===== src/dprs_regs.svh =====
// Register offsets, field positions, reset values and timing counts.
`ifndef DPRS_REGS_SVH
`define DPRS_REGS_SVH

// ----------------------------------------------------------------------
// Register offsets
// ----------------------------------------------------------------------
`define DPRS_ADDR_HPCFG 8'h00
`define DPRS_ADDR_PINFUNC 8'h04
`define DPRS_ADDR_SLOTCTL 8'h08
`define DPRS_ADDR_BRIDGECTL 8'h0c
`define DPRS_ADDR_SWITCHCTL 8'h10
`define DPRS_ADDR_RSTSTAT 8'h14
`define DPRS_ADDR_PGSTAT 8'h18
`define DPRS_ADDR_SBRSTAT 8'h1c

// ----------------------------------------------------------------------
// Field positions and reset values
// ----------------------------------------------------------------------
`define DPRS_HPCFG_MODE_LSB 0
`define DPRS_HPCFG_MODE_MSB 1
`define DPRS_HPCFG_P2R_LSB 8
`define DPRS_HPCFG_P2R_MSB 15
`define DPRS_HPCFG_R2P_LSB 16
`define DPRS_HPCFG_R2P_MSB 23
`define DPRS_PORT_LSB 1
`define DPRS_PORT_MSB 15
`define DPRS_SWITCHCTL_SBR_BIT 0
`define DPRS_HPCFG_RESET 32'h00000000
`define DPRS_PINFUNC_RESET 15'h0000
`define DPRS_SLOTCTL_RESET 15'h7fff

// ----------------------------------------------------------------------
// Timing
// ----------------------------------------------------------------------
`define DPRS_CLK_MHZ 10
`define DPRS_MIN_PULSE_US 200
`define DPRS_MIN_PULSE_CYC (`DPRS_MIN_PULSE_US * `DPRS_CLK_MHZ)
`define DPRS_DELAY_UNIT_US 10
`define DPRS_DELAY_UNIT_CYC (`DPRS_DELAY_UNIT_US * `DPRS_CLK_MHZ)

`endif


===== src/dprs_pkg.sv =====
// Types shared by the downstream port reset sequencer.
package dprs_pkg;

  // --------------------------------------------------------------------
  // Reset output modes
  // --------------------------------------------------------------------
  typedef enum logic [1:0] {
    DPRS_MODE_PWREN = 2'h0,
    DPRS_MODE_PWRGOOD = 2'h1,
    DPRS_MODE_HOTRST = 2'h2,
    DPRS_MODE_RSVD = 2'h3
  } dprs_mode_t;

  // --------------------------------------------------------------------
  // Per-port state machines, Gray coded along the usual path
  // --------------------------------------------------------------------
  typedef enum logic [1:0] {
    DPRS_SBR_IDLE = 2'h0,
    DPRS_SBR_HOT = 2'h1,
    DPRS_SBR_FLUSH = 2'h3,
    DPRS_SBR_HOLD = 2'h2
  } dprs_sbr_state_t;

  typedef enum logic [1:0] {
    DPRS_PWR_OFF = 2'h0,
    DPRS_PWR_RAMP = 2'h1,
    DPRS_PWR_ON = 2'h3,
    DPRS_PWR_DOWN = 2'h2
  } dprs_pwr_state_t;

endpackage


===== src/dprs_sequencer.sv =====
// Reset sequencer for the downstream ports of a switch.
`include "dprs_regs.svh"

module dprs_sequencer
  import dprs_pkg::*;
(
  input wire logic ref_clk,
  input wire logic rst,
  input wire logic clkEn,
  input wire logic [7:0] regAddr,
  input wire logic [31:0] regWrData,
  input wire logic regWrStb,
  input wire logic regRdStb,
  output logic [31:0] regRdData,
  input wire logic [15:1] linkUp,
  input wire logic [15:1] flushDone,
  input wire logic [15:1] hotResetIn,
  input wire logic [15:1] portPowerGoodInN,
  output logic [15:1] tsHotResetTx,
  output logic [15:1] discardQueued,
  output logic [15:1] urSecondary,
  output logic [15:1] portResetOutN,
  output logic [15:1] portResetOutOeN,
  output logic [15:1] portPowerEnableOut
);

  // --------------------------------------------------------------------
  // Helpers
  // --------------------------------------------------------------------
  function automatic logic [15:0] delayCycles(input logic [7:0] field);
    logic [31:0] prod;
    prod = 32'(field) * 32'(`DPRS_DELAY_UNIT_CYC);
    return prod[15:0];
  endfunction

  function automatic logic regHit(input logic [7:0] addr,
                                  input logic [7:0] offset);
    return addr == offset;
  endfunction

  // --------------------------------------------------------------------
  // Registers
  // --------------------------------------------------------------------
  logic [31:0] hpcfg_reg;
  logic [15:1] pinFunc_reg;
  logic [15:1] slotPcc_reg;
  logic [15:1] bridgeSbr_reg;
  logic switchSbr_reg;
  logic [31:0] rdData_reg;
  logic [15:1] pgSync1_reg;
  logic [15:1] pgSync2_reg;
  logic [15:1] rstAsserted_reg;
  logic [15:1] rstAsserted_next;
  logic [15:1] tsHot_reg;
  logic [15:1] discard_reg;
  logic [15:1] ur_reg;
  logic [15:1] pep_reg;
  logic [15:1] sbrStart;
  logic [15:1] pgood;
  logic [15:1] rstWanted;
  dprs_mode_t mode;
  logic [15:0] p2rCycles;
  logic [15:0] r2pCycles;
  dprs_sbr_state_t sbrState_reg [1:15];
  dprs_sbr_state_t sbrState_next [1:15];
  dprs_pwr_state_t pwrState_reg [1:15];
  dprs_pwr_state_t pwrState_next [1:15];
  logic [15:0] delayCnt_reg [1:15];
  logic [15:0] delayCnt_next [1:15];
  logic [11:0] pulseCnt_reg [1:15];

  logic wrHpcfg;
  logic wrPinFunc;
  logic wrSlot;
  logic wrBridge;
  logic wrSwitch;

  assign wrHpcfg = regWrStb && regHit(regAddr, `DPRS_ADDR_HPCFG);
  assign wrPinFunc = regWrStb && regHit(regAddr, `DPRS_ADDR_PINFUNC);
  assign wrSlot = regWrStb && regHit(regAddr, `DPRS_ADDR_SLOTCTL);
  assign wrBridge = regWrStb && regHit(regAddr, `DPRS_ADDR_BRIDGECTL);
  assign wrSwitch = regWrStb && regHit(regAddr, `DPRS_ADDR_SWITCHCTL);

  assign mode = dprs_mode_t'(
    hpcfg_reg[`DPRS_HPCFG_MODE_MSB:`DPRS_HPCFG_MODE_LSB]);
  assign p2rCycles =
    delayCycles(hpcfg_reg[`DPRS_HPCFG_P2R_MSB:`DPRS_HPCFG_P2R_LSB]);
  assign r2pCycles =
    delayCycles(hpcfg_reg[`DPRS_HPCFG_R2P_MSB:`DPRS_HPCFG_R2P_LSB]);

  // --------------------------------------------------------------------
  // Software registers
  // --------------------------------------------------------------------
  always_ff @(posedge ref_clk) begin
    if (rst) begin
      hpcfg_reg <= `DPRS_HPCFG_RESET;
      pinFunc_reg <= `DPRS_PINFUNC_RESET;
      slotPcc_reg <= `DPRS_SLOTCTL_RESET;
      bridgeSbr_reg <= 15'h0000;
      switchSbr_reg <= 1'b0;
    end else if (clkEn) begin
      if (wrHpcfg) begin
        hpcfg_reg <= regWrData & 32'h00ffff03;
      end
      if (wrPinFunc) begin
        pinFunc_reg <= regWrData[`DPRS_PORT_MSB:`DPRS_PORT_LSB];
      end
      if (wrSlot) begin
        slotPcc_reg <= regWrData[`DPRS_PORT_MSB:`DPRS_PORT_LSB];
      end
      if (wrBridge) begin
        bridgeSbr_reg <= regWrData[`DPRS_PORT_MSB:`DPRS_PORT_LSB];
      end
      if (wrSwitch) begin
        switchSbr_reg <= regWrData[`DPRS_SWITCHCTL_SBR_BIT];
      end
    end
  end

  // A start is taken only from an idle port; repeated writes of one while
  // the sequence runs do not restart it.
  always_comb begin
    for (int p = 1; p <= 15; p++) begin
      sbrStart[p] = wrBridge && regWrData[p] &&
                    (sbrState_reg[p] == DPRS_SBR_IDLE);
    end
  end

  // --------------------------------------------------------------------
  // Register read port, answered one cycle after the strobe
  // --------------------------------------------------------------------
  // Reads never depend on reset sequencing, so management access stays
  // usable throughout a port reset.
  always_ff @(posedge ref_clk) begin
    if (rst) begin
      rdData_reg <= 32'h00000000;
    end else if (clkEn) begin
      rdData_reg <= 32'h00000000;
      if (regRdStb) begin
        if (regHit(regAddr, `DPRS_ADDR_HPCFG)) begin
          rdData_reg <= hpcfg_reg;
        end else if (regHit(regAddr, `DPRS_ADDR_PINFUNC)) begin
          rdData_reg <= {16'h0000, pinFunc_reg, 1'b0};
        end else if (regHit(regAddr, `DPRS_ADDR_SLOTCTL)) begin
          rdData_reg <= {16'h0000, slotPcc_reg, 1'b0};
        end else if (regHit(regAddr, `DPRS_ADDR_BRIDGECTL)) begin
          rdData_reg <= {16'h0000, bridgeSbr_reg, 1'b0};
        end else if (regHit(regAddr, `DPRS_ADDR_SWITCHCTL)) begin
          rdData_reg <= {31'h00000000, switchSbr_reg};
        end else if (regHit(regAddr, `DPRS_ADDR_RSTSTAT)) begin
          rdData_reg <= {16'h0000, rstAsserted_reg, 1'b0};
        end else if (regHit(regAddr, `DPRS_ADDR_PGSTAT)) begin
          rdData_reg <= {16'h0000, pgood, 1'b0};
        end else if (regHit(regAddr, `DPRS_ADDR_SBRSTAT)) begin
          rdData_reg <= {16'h0000, ur_reg, 1'b0};
        end else begin
          rdData_reg <= 32'h00000000;
        end
      end
    end
  end

  assign regRdData = rdData_reg;

  // --------------------------------------------------------------------
  // Power good synchroniser
  // --------------------------------------------------------------------
  always_ff @(posedge ref_clk) begin
    if (rst) begin
      pgSync1_reg <= 15'h7fff;
      pgSync2_reg <= 15'h7fff;
    end else if (clkEn) begin
      pgSync1_reg <= portPowerGoodInN;
      pgSync2_reg <= pgSync1_reg;
    end
  end

  assign pgood = ~pgSync2_reg;

  // --------------------------------------------------------------------
  // Secondary bus reset sequence, one independent machine per port
  // --------------------------------------------------------------------
  // Each port has its own state, so a reset of one port never touches
  // another port or the upstream port.
  always_comb begin
    for (int p = 1; p <= 15; p++) begin
      sbrState_next[p] = sbrState_reg[p];
      case (sbrState_reg[p])
        DPRS_SBR_IDLE: begin
          if (sbrStart[p]) begin
            sbrState_next[p] = DPRS_SBR_HOT;
          end
        end
        DPRS_SBR_HOT: begin
          sbrState_next[p] = DPRS_SBR_FLUSH;
        end
        DPRS_SBR_FLUSH: begin
          if (flushDone[p]) begin
            sbrState_next[p] = DPRS_SBR_HOLD;
          end
        end
        DPRS_SBR_HOLD: begin
          if (!switchSbr_reg) begin
            sbrState_next[p] = DPRS_SBR_IDLE;
          end
        end
        default: begin
          sbrState_next[p] = DPRS_SBR_IDLE;
        end
      endcase
    end
  end

  always_ff @(posedge ref_clk) begin
    if (rst) begin
      for (int p = 1; p <= 15; p++) begin
        sbrState_reg[p] <= DPRS_SBR_IDLE;
      end
    end else if (clkEn) begin
      for (int p = 1; p <= 15; p++) begin
        sbrState_reg[p] <= sbrState_next[p];
      end
    end
  end

  // Configuration requests are not routed through this block, so type 0
  // accesses to the bridge itself carry on during the reset.
  always_ff @(posedge ref_clk) begin
    if (rst) begin
      tsHot_reg <= 15'h0000;
      discard_reg <= 15'h0000;
      ur_reg <= 15'h0000;
    end else if (clkEn) begin
      for (int p = 1; p <= 15; p++) begin
        tsHot_reg[p] <= (sbrState_next[p] != DPRS_SBR_IDLE) &&
                        linkUp[p];
        discard_reg[p] <= sbrState_next[p] == DPRS_SBR_FLUSH;
        ur_reg[p] <= sbrState_next[p] != DPRS_SBR_IDLE;
      end
    end
  end

  assign tsHotResetTx = tsHot_reg;
  assign discardQueued = discard_reg;
  assign urSecondary = ur_reg;

  // --------------------------------------------------------------------
  // Slot power sequence, one machine per port
  // --------------------------------------------------------------------
  always_comb begin
    for (int p = 1; p <= 15; p++) begin
      pwrState_next[p] = pwrState_reg[p];
      delayCnt_next[p] = delayCnt_reg[p];
      case (pwrState_reg[p])
        DPRS_PWR_OFF: begin
          delayCnt_next[p] = 16'h0000;
          if (!slotPcc_reg[p]) begin
            pwrState_next[p] = DPRS_PWR_RAMP;
          end
        end
        DPRS_PWR_RAMP: begin
          if (slotPcc_reg[p]) begin
            pwrState_next[p] = DPRS_PWR_DOWN;
            delayCnt_next[p] = 16'h0000;
          end else if (mode == DPRS_MODE_PWRGOOD && !pgood[p]) begin
            delayCnt_next[p] = 16'h0000;
          end else if (delayCnt_reg[p] >= p2rCycles) begin
            pwrState_next[p] = DPRS_PWR_ON;
          end else begin
            delayCnt_next[p] = delayCnt_reg[p] + 16'h0001;
          end
        end
        DPRS_PWR_ON: begin
          delayCnt_next[p] = 16'h0000;
          if (slotPcc_reg[p]) begin
            pwrState_next[p] = DPRS_PWR_DOWN;
          end else if (mode == DPRS_MODE_PWRGOOD && !pgood[p]) begin
            pwrState_next[p] = DPRS_PWR_RAMP;
          end
        end
        DPRS_PWR_DOWN: begin
          if (delayCnt_reg[p] >= r2pCycles) begin
            pwrState_next[p] = DPRS_PWR_OFF;
            delayCnt_next[p] = 16'h0000;
          end else begin
            delayCnt_next[p] = delayCnt_reg[p] + 16'h0001;
          end
        end
        default: begin
          pwrState_next[p] = DPRS_PWR_OFF;
          delayCnt_next[p] = 16'h0000;
        end
      endcase
    end
  end

  always_ff @(posedge ref_clk) begin
    if (rst) begin
      for (int p = 1; p <= 15; p++) begin
        pwrState_reg[p] <= DPRS_PWR_OFF;
        delayCnt_reg[p] <= 16'h0000;
      end
    end else if (clkEn) begin
      for (int p = 1; p <= 15; p++) begin
        pwrState_reg[p] <= pwrState_next[p];
        delayCnt_reg[p] <= delayCnt_next[p];
      end
    end
  end

  always_ff @(posedge ref_clk) begin
    if (rst) begin
      pep_reg <= 15'h0000;
    end else if (clkEn) begin
      for (int p = 1; p <= 15; p++) begin
        pep_reg[p] <= pwrState_next[p] != DPRS_PWR_OFF;
      end
    end
  end

  assign portPowerEnableOut = pep_reg;

  // --------------------------------------------------------------------
  // Port reset outputs
  // --------------------------------------------------------------------
  // The fault term looks at the live power good level so a loss of power
  // asserts reset on the next edge instead of waiting for the state change.
  // The synchroniser still adds two cycles; a faster response has to be
  // built outside.
  always_comb begin
    for (int p = 1; p <= 15; p++) begin
      if (mode == DPRS_MODE_HOTRST) begin
        rstWanted[p] = (sbrState_reg[p] != DPRS_SBR_IDLE) ||
                       hotResetIn[p];
      end else begin
        rstWanted[p] = (pwrState_reg[p] != DPRS_PWR_ON) ||
                       slotPcc_reg[p] ||
                       (mode == DPRS_MODE_PWRGOOD && !pgood[p]);
      end
      rstAsserted_next[p] = rstWanted[p] ||
        (rstAsserted_reg[p] &&
         pulseCnt_reg[p] < 12'(`DPRS_MIN_PULSE_CYC));
    end
  end

  always_ff @(posedge ref_clk) begin
    if (rst) begin
      rstAsserted_reg <= 15'h7fff;
      for (int p = 1; p <= 15; p++) begin
        pulseCnt_reg[p] <= 12'h000;
      end
    end else if (clkEn) begin
      rstAsserted_reg <= rstAsserted_next;
      for (int p = 1; p <= 15; p++) begin
        if (!rstAsserted_reg[p]) begin
          pulseCnt_reg[p] <= 12'h000;
        end else if (pulseCnt_reg[p] < 12'(`DPRS_MIN_PULSE_CYC)) begin
          pulseCnt_reg[p] <= pulseCnt_reg[p] + 12'h001;
        end
      end
    end
  end

  // Undriven pins rely on board pull-downs to read as reset.
  assign portResetOutN = ~rstAsserted_reg;
  assign portResetOutOeN = ~pinFunc_reg;

endmodule // dprs_sequencer


===== config.mk =====
export PLATFORM = sky130hd
export DESIGN_NAME = dprs_sequencer
export DESIGN_NICKNAME = d
export VERILOG_FILES = /design/src/dprs_pkg.sv /design/src/dprs_sequencer.sv
export VERILOG_INCLUDE_DIRS = /design/src
export SDC_FILE = /design/constraint.sdc
export NUM_CORES = 2
export LEC_CHECK = 0
export BUFFER_PORTS_ARGS = -buffer_cell sky130_fd_sc_hd__buf_2
export CAP_MARGIN = 0
export CORE_UTILIZATION = 29
export CTS_BUF_LIST = sky130_fd_sc_hd__clkbuf_16
export CTS_CLUSTER_SIZE = 24
export DETAILED_ROUTE_END_ITERATION = 10
export HOLD_SLACK_MARGIN = 0.08
export SLEW_MARGIN = 20
export SYNTH_ARGS = -nofsm -noshare
export SYNTH_HDL_FRONTEND = slang
export SYNTH_SLANG_ARGS = --single-unit
export TNS_END_PERCENT = 1

===== constraint.sdc =====
create_clock -name ref_clk -period 7.7 [get_ports ref_clk]
set_clock_uncertainty 0.1 [all_clocks]
set_input_delay 1.925 -clock ref_clk [delete_from_list [all_inputs] [get_ports ref_clk]]
set_output_delay 1.925 -clock ref_clk [all_outputs]
set_load 0.01 [all_outputs]

# Word-level counts from Yosys, hierarchy flattened
# Memories as Yosys holds them, arrays and structs flattened.
# Cells that the tools add are included.
dict set report totals {
  register_bits 201
  mem_bits_rw 480
  input_bits 105
  elab_cells 1046
  n_memories 4
}
dict set report classes {
  n_addsub 30
  mul 2
  order_cmp 45
  n_eq_ne 129
  mux 494
  bitwise_logic 78
  reduce_logical 251
}
# memory depth width read_ports rd_clocked_by_memory_dff wr line
set memory_table {}
lappend memory_table {delayCnt_reg 15 16 15 0 15 dprs_sequencer.sv:68} ;# logic [15:0] delayCnt_reg [1:15];
lappend memory_table {pulseCnt_reg 15 12 15 0 15 dprs_sequencer.sv:70} ;# logic [11:0] pulseCnt_reg [1:15];
lappend memory_table {pwrState_reg 15 2 15 0 15 dprs_sequencer.sv:66} ;# dprs_pwr_state_t pwrState_reg [1:15];
lappend memory_table {sbrState_reg 15 2 15 0 15 dprs_sequencer.sv:64} ;# dprs_sbr_state_t sbrState_reg [1:15];
# op count
set op_table {}
lappend op_table {{$mux 16} 82}
lappend op_table {{$pmux 16 s3} 15}
lappend op_table {{$ge 16x15->1} 30}
lappend op_table {{$mux 12} 30}
lappend op_table {{$mux 2} 180}
lappend op_table {{$add 16x1->16 const B} 15}
lappend op_table {{$pmux 2 s4} 30}
lappend op_table {{$add 12x1->12 const B} 15}
lappend op_table {{$lt 12x11->1 const B} 15}
lappend op_table {{$mux 1} 155}
lappend op_table {{$eq 2x2->1 const B} 76}
lappend op_table {{$reduce_bool 2->1} 45}
lappend op_table {{$logic_and 1x1->1} 80}
lappend op_table {{$or 1x1->1} 75}
lappend op_table {{$eq 2x1->1 const B} 31}
lappend op_table {{$logic_not 2->1} 30}
lappend op_table {{$logic_or 1x1->1} 60}
lappend op_table {{$mux 24} 2}
lappend op_table {{$not 15->15} 3}
lappend op_table {{$eq 8x5->1 const B} 4}
lappend op_table {{$ne 2x2->1 const B} 15}
lappend op_table {{$reduce_or 2->1} 15}
lappend op_table {{$mul 8x5->13 const B} 2}
lappend op_table {{$eq 8x4->1 const B} 2}
lappend op_table {{4 further kinds} 22}

# Logic depth before layout (Yosys ltp)
dict set report logic_depth {
  depth_word 10
  ltp_mapped 22
}

# Worst setup path before layout
# Ideal clock, no wire load.
dict set report synth_timing {
  kind {reg2reg}
  from {register hpcfg_reg[8]}
  to {register delayCnt_reg[0][160] (netlist name)}
  setup_ps 411
  t_arrival_ps 5614
  setup_slack_ps 1575
  path_stages_with_launch 19
  path_buffers 0
  path_cell_list {dfxtp_1 > ha_1 > ha_1 > fa_1 > ha_1 > a211oi_2 > o21ai_2 > a21o_1 > a21oi_1 > xnor2_1 > ha_1 > nor2b_1 > o2111a_1 > o21ai_0 > a32o_1 > a221oi_1 > or2_0 > and4b_1 > o21ai_0}
}
# element line
set synth_rtl {}
lappend synth_rtl {{start, declared} dprs_sequencer.sv:44} ;# logic [31:0] hpcfg_reg;
lappend synth_rtl {{start signal, assigned} dprs_sequencer.sv:96} ;# hpcfg_reg <= `DPRS_HPCFG_RESET;
lappend synth_rtl {{start signal, assigned} dprs_sequencer.sv:103} ;# hpcfg_reg <= regWrData & 32'h00ffff03;

==> qor.yml <==
detailed_routing:
  drtIter0Drc: 3317
  vias: 36667
  routedWlPerCell_um: 20.5
  via_per_inst: 5.23
  route.detailed.drc: 0
  ant_nets: 0
  drt-total-wl_mm: 144
  drtPass1Iterations: 6
run:
  cap_violations: 0
synthesis:
  syn_inst: 4692
  netlist_area_um2: 43800
  yosys_warnings: 0
  synth_edf_count: 480
  ys_ff_latch: 673
  ys_types: 82
  async_flop_share_pct: 0
  yosys_most_used_dff: "edfxtp_1"
  avgSynthCellArea_um2: 9.33
  synth-seq-area-share_pct: 41.8
worst_setup_path:
  end_kind: "flop"
  critical_path_peak_fanout: 15
  ff2ff_setup_slack_ps: 1340
  crit_type: "reg -> reg"
  cp.required_ps: 8060
  timing.rr.start: "hpcfg_reg[19]$_SDFFE_PP0P_"
  cp-start-kind: "flop"
  worstPathArrival_ps: 6710
  rr_worst_depth: 20
  r2r_end: "delayCnt_reg[0][232]$_SDFFCE_PN0P_"
floorplanning:
  initial_core_util_pct: 29.2
  core_area_um2: 150000
  die_h_um: 391
  rows: 142
  die_width_um: 391
  dieArea_um2: 153000
  io_pins: 227
global_route:
  grt_pass1_wl_mm: 213
  grt_max_degree: 55
  grt_antenna_before_repair: 12
  grt_pass1_vias: 33877
  overflow: 0
  grt_use_total_pct: 18.3
worst_hold_path:
  whs_endpoint: "bridgeSbr_reg[10]$_SDFFE_PP0P_"
  hold_path_class: "reg -> reg"
  min_from: "bridgeSbr_reg[10]$_SDFFE_PP0P_"
  whs_path_depth: 2
sta:
  period_needed_ps: 6360
  final_hold_viol_count: 0
  period_share_pct: 82.5
  setup_tns_ps: 0
  fmax_mhz: 157
  drv_slew: 0
  slew_headroom_pct: 22.7
  worst_pin_slew_ps: 1160
  rsz0062_at_grt: "false"
  finalSetupViolCount: 0
placement:
  port-buffer-count: 210
  dpl_cell_area_um2: 47500
  detailed_place_hpwl_mm: 102
  gp_congestion: 0.956
clock_tree:
  cts_buffers: 77
  cts_sinks: 673
  clk_latency_ps: 650
  path_clk_slew_ps: 60
  cts_setup_buffers: 0
  post_cts_resized: 0
  cts_tree: "yes"
  cts_max_path_buffers: 3
  postCtsHoldBufs: 0
  root_buffer: "clkbuf_16"
  h-tree-depth: 3
power:
  power_density_nw_per_um2: 178
  ir_drop_mv: 0.144
  cellLeakagePower_uw: 0.0200
final_layout:
  post-route-cell-area_um2: 49900
  final_nets: 5567
  areaGrowthSynthToFinish_pct: 14.1
  layout_commonest_cell: "nor2_1"
  nFillCells: 15301
  final_cell_mix: "nor2_1 (628), nand2_1 (534), ha_1 (522), edfxtp_1 (480), a21oi_1 (290)"
  layout-drive-gt1-share_pct: 8.79
  largest_register_ffs: 240
outcome:
  status: "finished, final reports clean"
through the flow:
stage	setup WS (ps)	std cells	hold slack, ps	power, uW	util [%]
3_5_place_dp	1470	6870	347	5350	31.7
3_3_place_gp	1510	6869	334	5330	31.7
2_1_floorplan	1570	4714	333	4990	-
5_1_grt	950	7011	373	9190	33.3
4_1_cts	1410	7008	355	8910	33.3
6_report	1340	7012	356	8870	33.3
kinds of logic after synthesis:
logic type                 share of synthesized area (%)
other                                            0.00857
buffers and inverters                               3.40
AOI/OAI and AO/OA                                   13.2
xor gates and xnor gates                            6.88
and+or+nand+nor                                     18.6
DFF                                                 41.8
muxes                                              0.812
adders and majority gates                           15.3
worst max-delay path, cell delays in order (launching register included):
cell and delay (ps):
dfxtp_1 420, ha_1 270, ha_1 310, fa_1 470, ha_1 370, a21oi_1 290, nor2_1 70, o21a_1 180
o21ai_0 200, nand2b_1 80, a21oi_1 230, xor2_2 150, buf_4 420, ha_1 340, a21o_1 160, a2111oi_0 560
nand3b_1 130, o21ai_0 510, mux2_2 280, nand2_1 330, a21oi_1 290
cell type report:
type                            count  area, um2  area share [%]
Antenna cell                        3       7.51          0.0150
Inverter                          248        932            1.87
Tap cell                         2016       2520            5.05
Multi-Input combinational cell   3656      24200            48.5
Clock inverter                     55        307           0.614
Timing Repair Buffer              278       1590            3.18
Sequential cell                   673      18300            36.6
Clock buffer                       83       2080            4.16
worst max path at each step:
| stage | startpoint | endpoint | slack (ps) | cells after the start |
|---|---|---|---|---|
| after CTS | hpcfg_reg[19]$_SDFFE_PP0P_ | delayCnt_reg[0][232]$_SDFFCE_PN0P_ | 1410 | 20 |
| final | hpcfg_reg[19]$_SDFFE_PP0P_ | delayCnt_reg[0][232]$_SDFFCE_PN0P_ | 1340 | 20 |
| after global placement | hpcfg_reg[19]$_SDFFE_PP0P_ | delayCnt_reg[0][77]$_SDFFCE_PN0P_ | 1510 | 21 |
| after global routing | hpcfg_reg[19]$_SDFFE_PP0P_ | delayCnt_reg[0][196]$_SDFFCE_PN0P_ | 950 | 22 |
| after floorplan | hpcfg_reg[8]$_SDFFE_PP0P_ | delayCnt_reg[0][160]$_SDFFCE_PN0P_ | 1570 | 18 |
| after detailed placement | hpcfg_reg[19]$_SDFFE_PP0P_ | delayCnt_reg[0][232]$_SDFFCE_PN0P_ | 1470 | 20 |
power breakdown:
group	leakage, uW	switching (uW)	internal (uW)
registers	0.00683	231	4080
clock network	0.00124	1570	2000
logic	0.0120	593	395
layer usage:
metal,vias up,global-route usage (%),wire [um]
met2,1418,27.3,60500
met1,17606,25.4,62900
met4,2,7.98,6750
li1,17351,-,-
met3,290,4.03,13400
met5,-,0,13
cell usage after synthesis (9+ instances only):
| cell | instances | area (um2) |
|---|---|---|
| nor3_1 | 24 | 120 |
| buf_1 | 9 | 33.8 |
| o21ai_1 | 12 | 60.1 |
| a22oi_1 | 9 | 67.6 |
| a221oi_1 | 20 | 175 |
| mux2i_1 | 31 | 310 |
| ha_1 | 522 | 6530 |
| o31ai_1 | 28 | 210 |
| a211oi_1 | 26 | 195 |
| nand4_1 | 50 | 313 |
| and3_1 | 128 | 801 |
| a21oi_1 | 290 | 1450 |
| a211o_1 | 20 | 175 |
| a311o_1 | 10 | 100 |
| or3_1 | 21 | 131 |
| o211ai_1 | 24 | 180 |
| a22o_1 | 9 | 78.8 |
| xor2_1 | 181 | 1590 |
| buf_2 | 9 | 45.0 |
| o2111ai_1 | 15 | 131 |
| nand2_1 | 535 | 2010 |
| edfxtp_1 | 480 | 14400 |
| a21o_1 | 48 | 360 |
| clkbuf_1 | 111 | 417 |
| a2111oi_0 | 13 | 114 |
| inv_1 | 248 | 931 |
| dfxtp_1 | 193 | 3860 |
| xnor2_1 | 163 | 1430 |
| nor2b_1 | 30 | 188 |
| o21a_1 | 30 | 225 |
| nand4b_1 | 10 | 87.6 |
| nor4_1 | 12 | 75.1 |
| a31oi_1 | 56 | 350 |
| nand2b_1 | 31 | 194 |
| nor2_1 | 632 | 2370 |
| o21ai_0 | 171 | 856 |
| o22ai_1 | 45 | 282 |
| and2_1 | 25 | 156 |
| nand3_1 | 276 | 1380 |
Power figures use the tool's default switching activity.
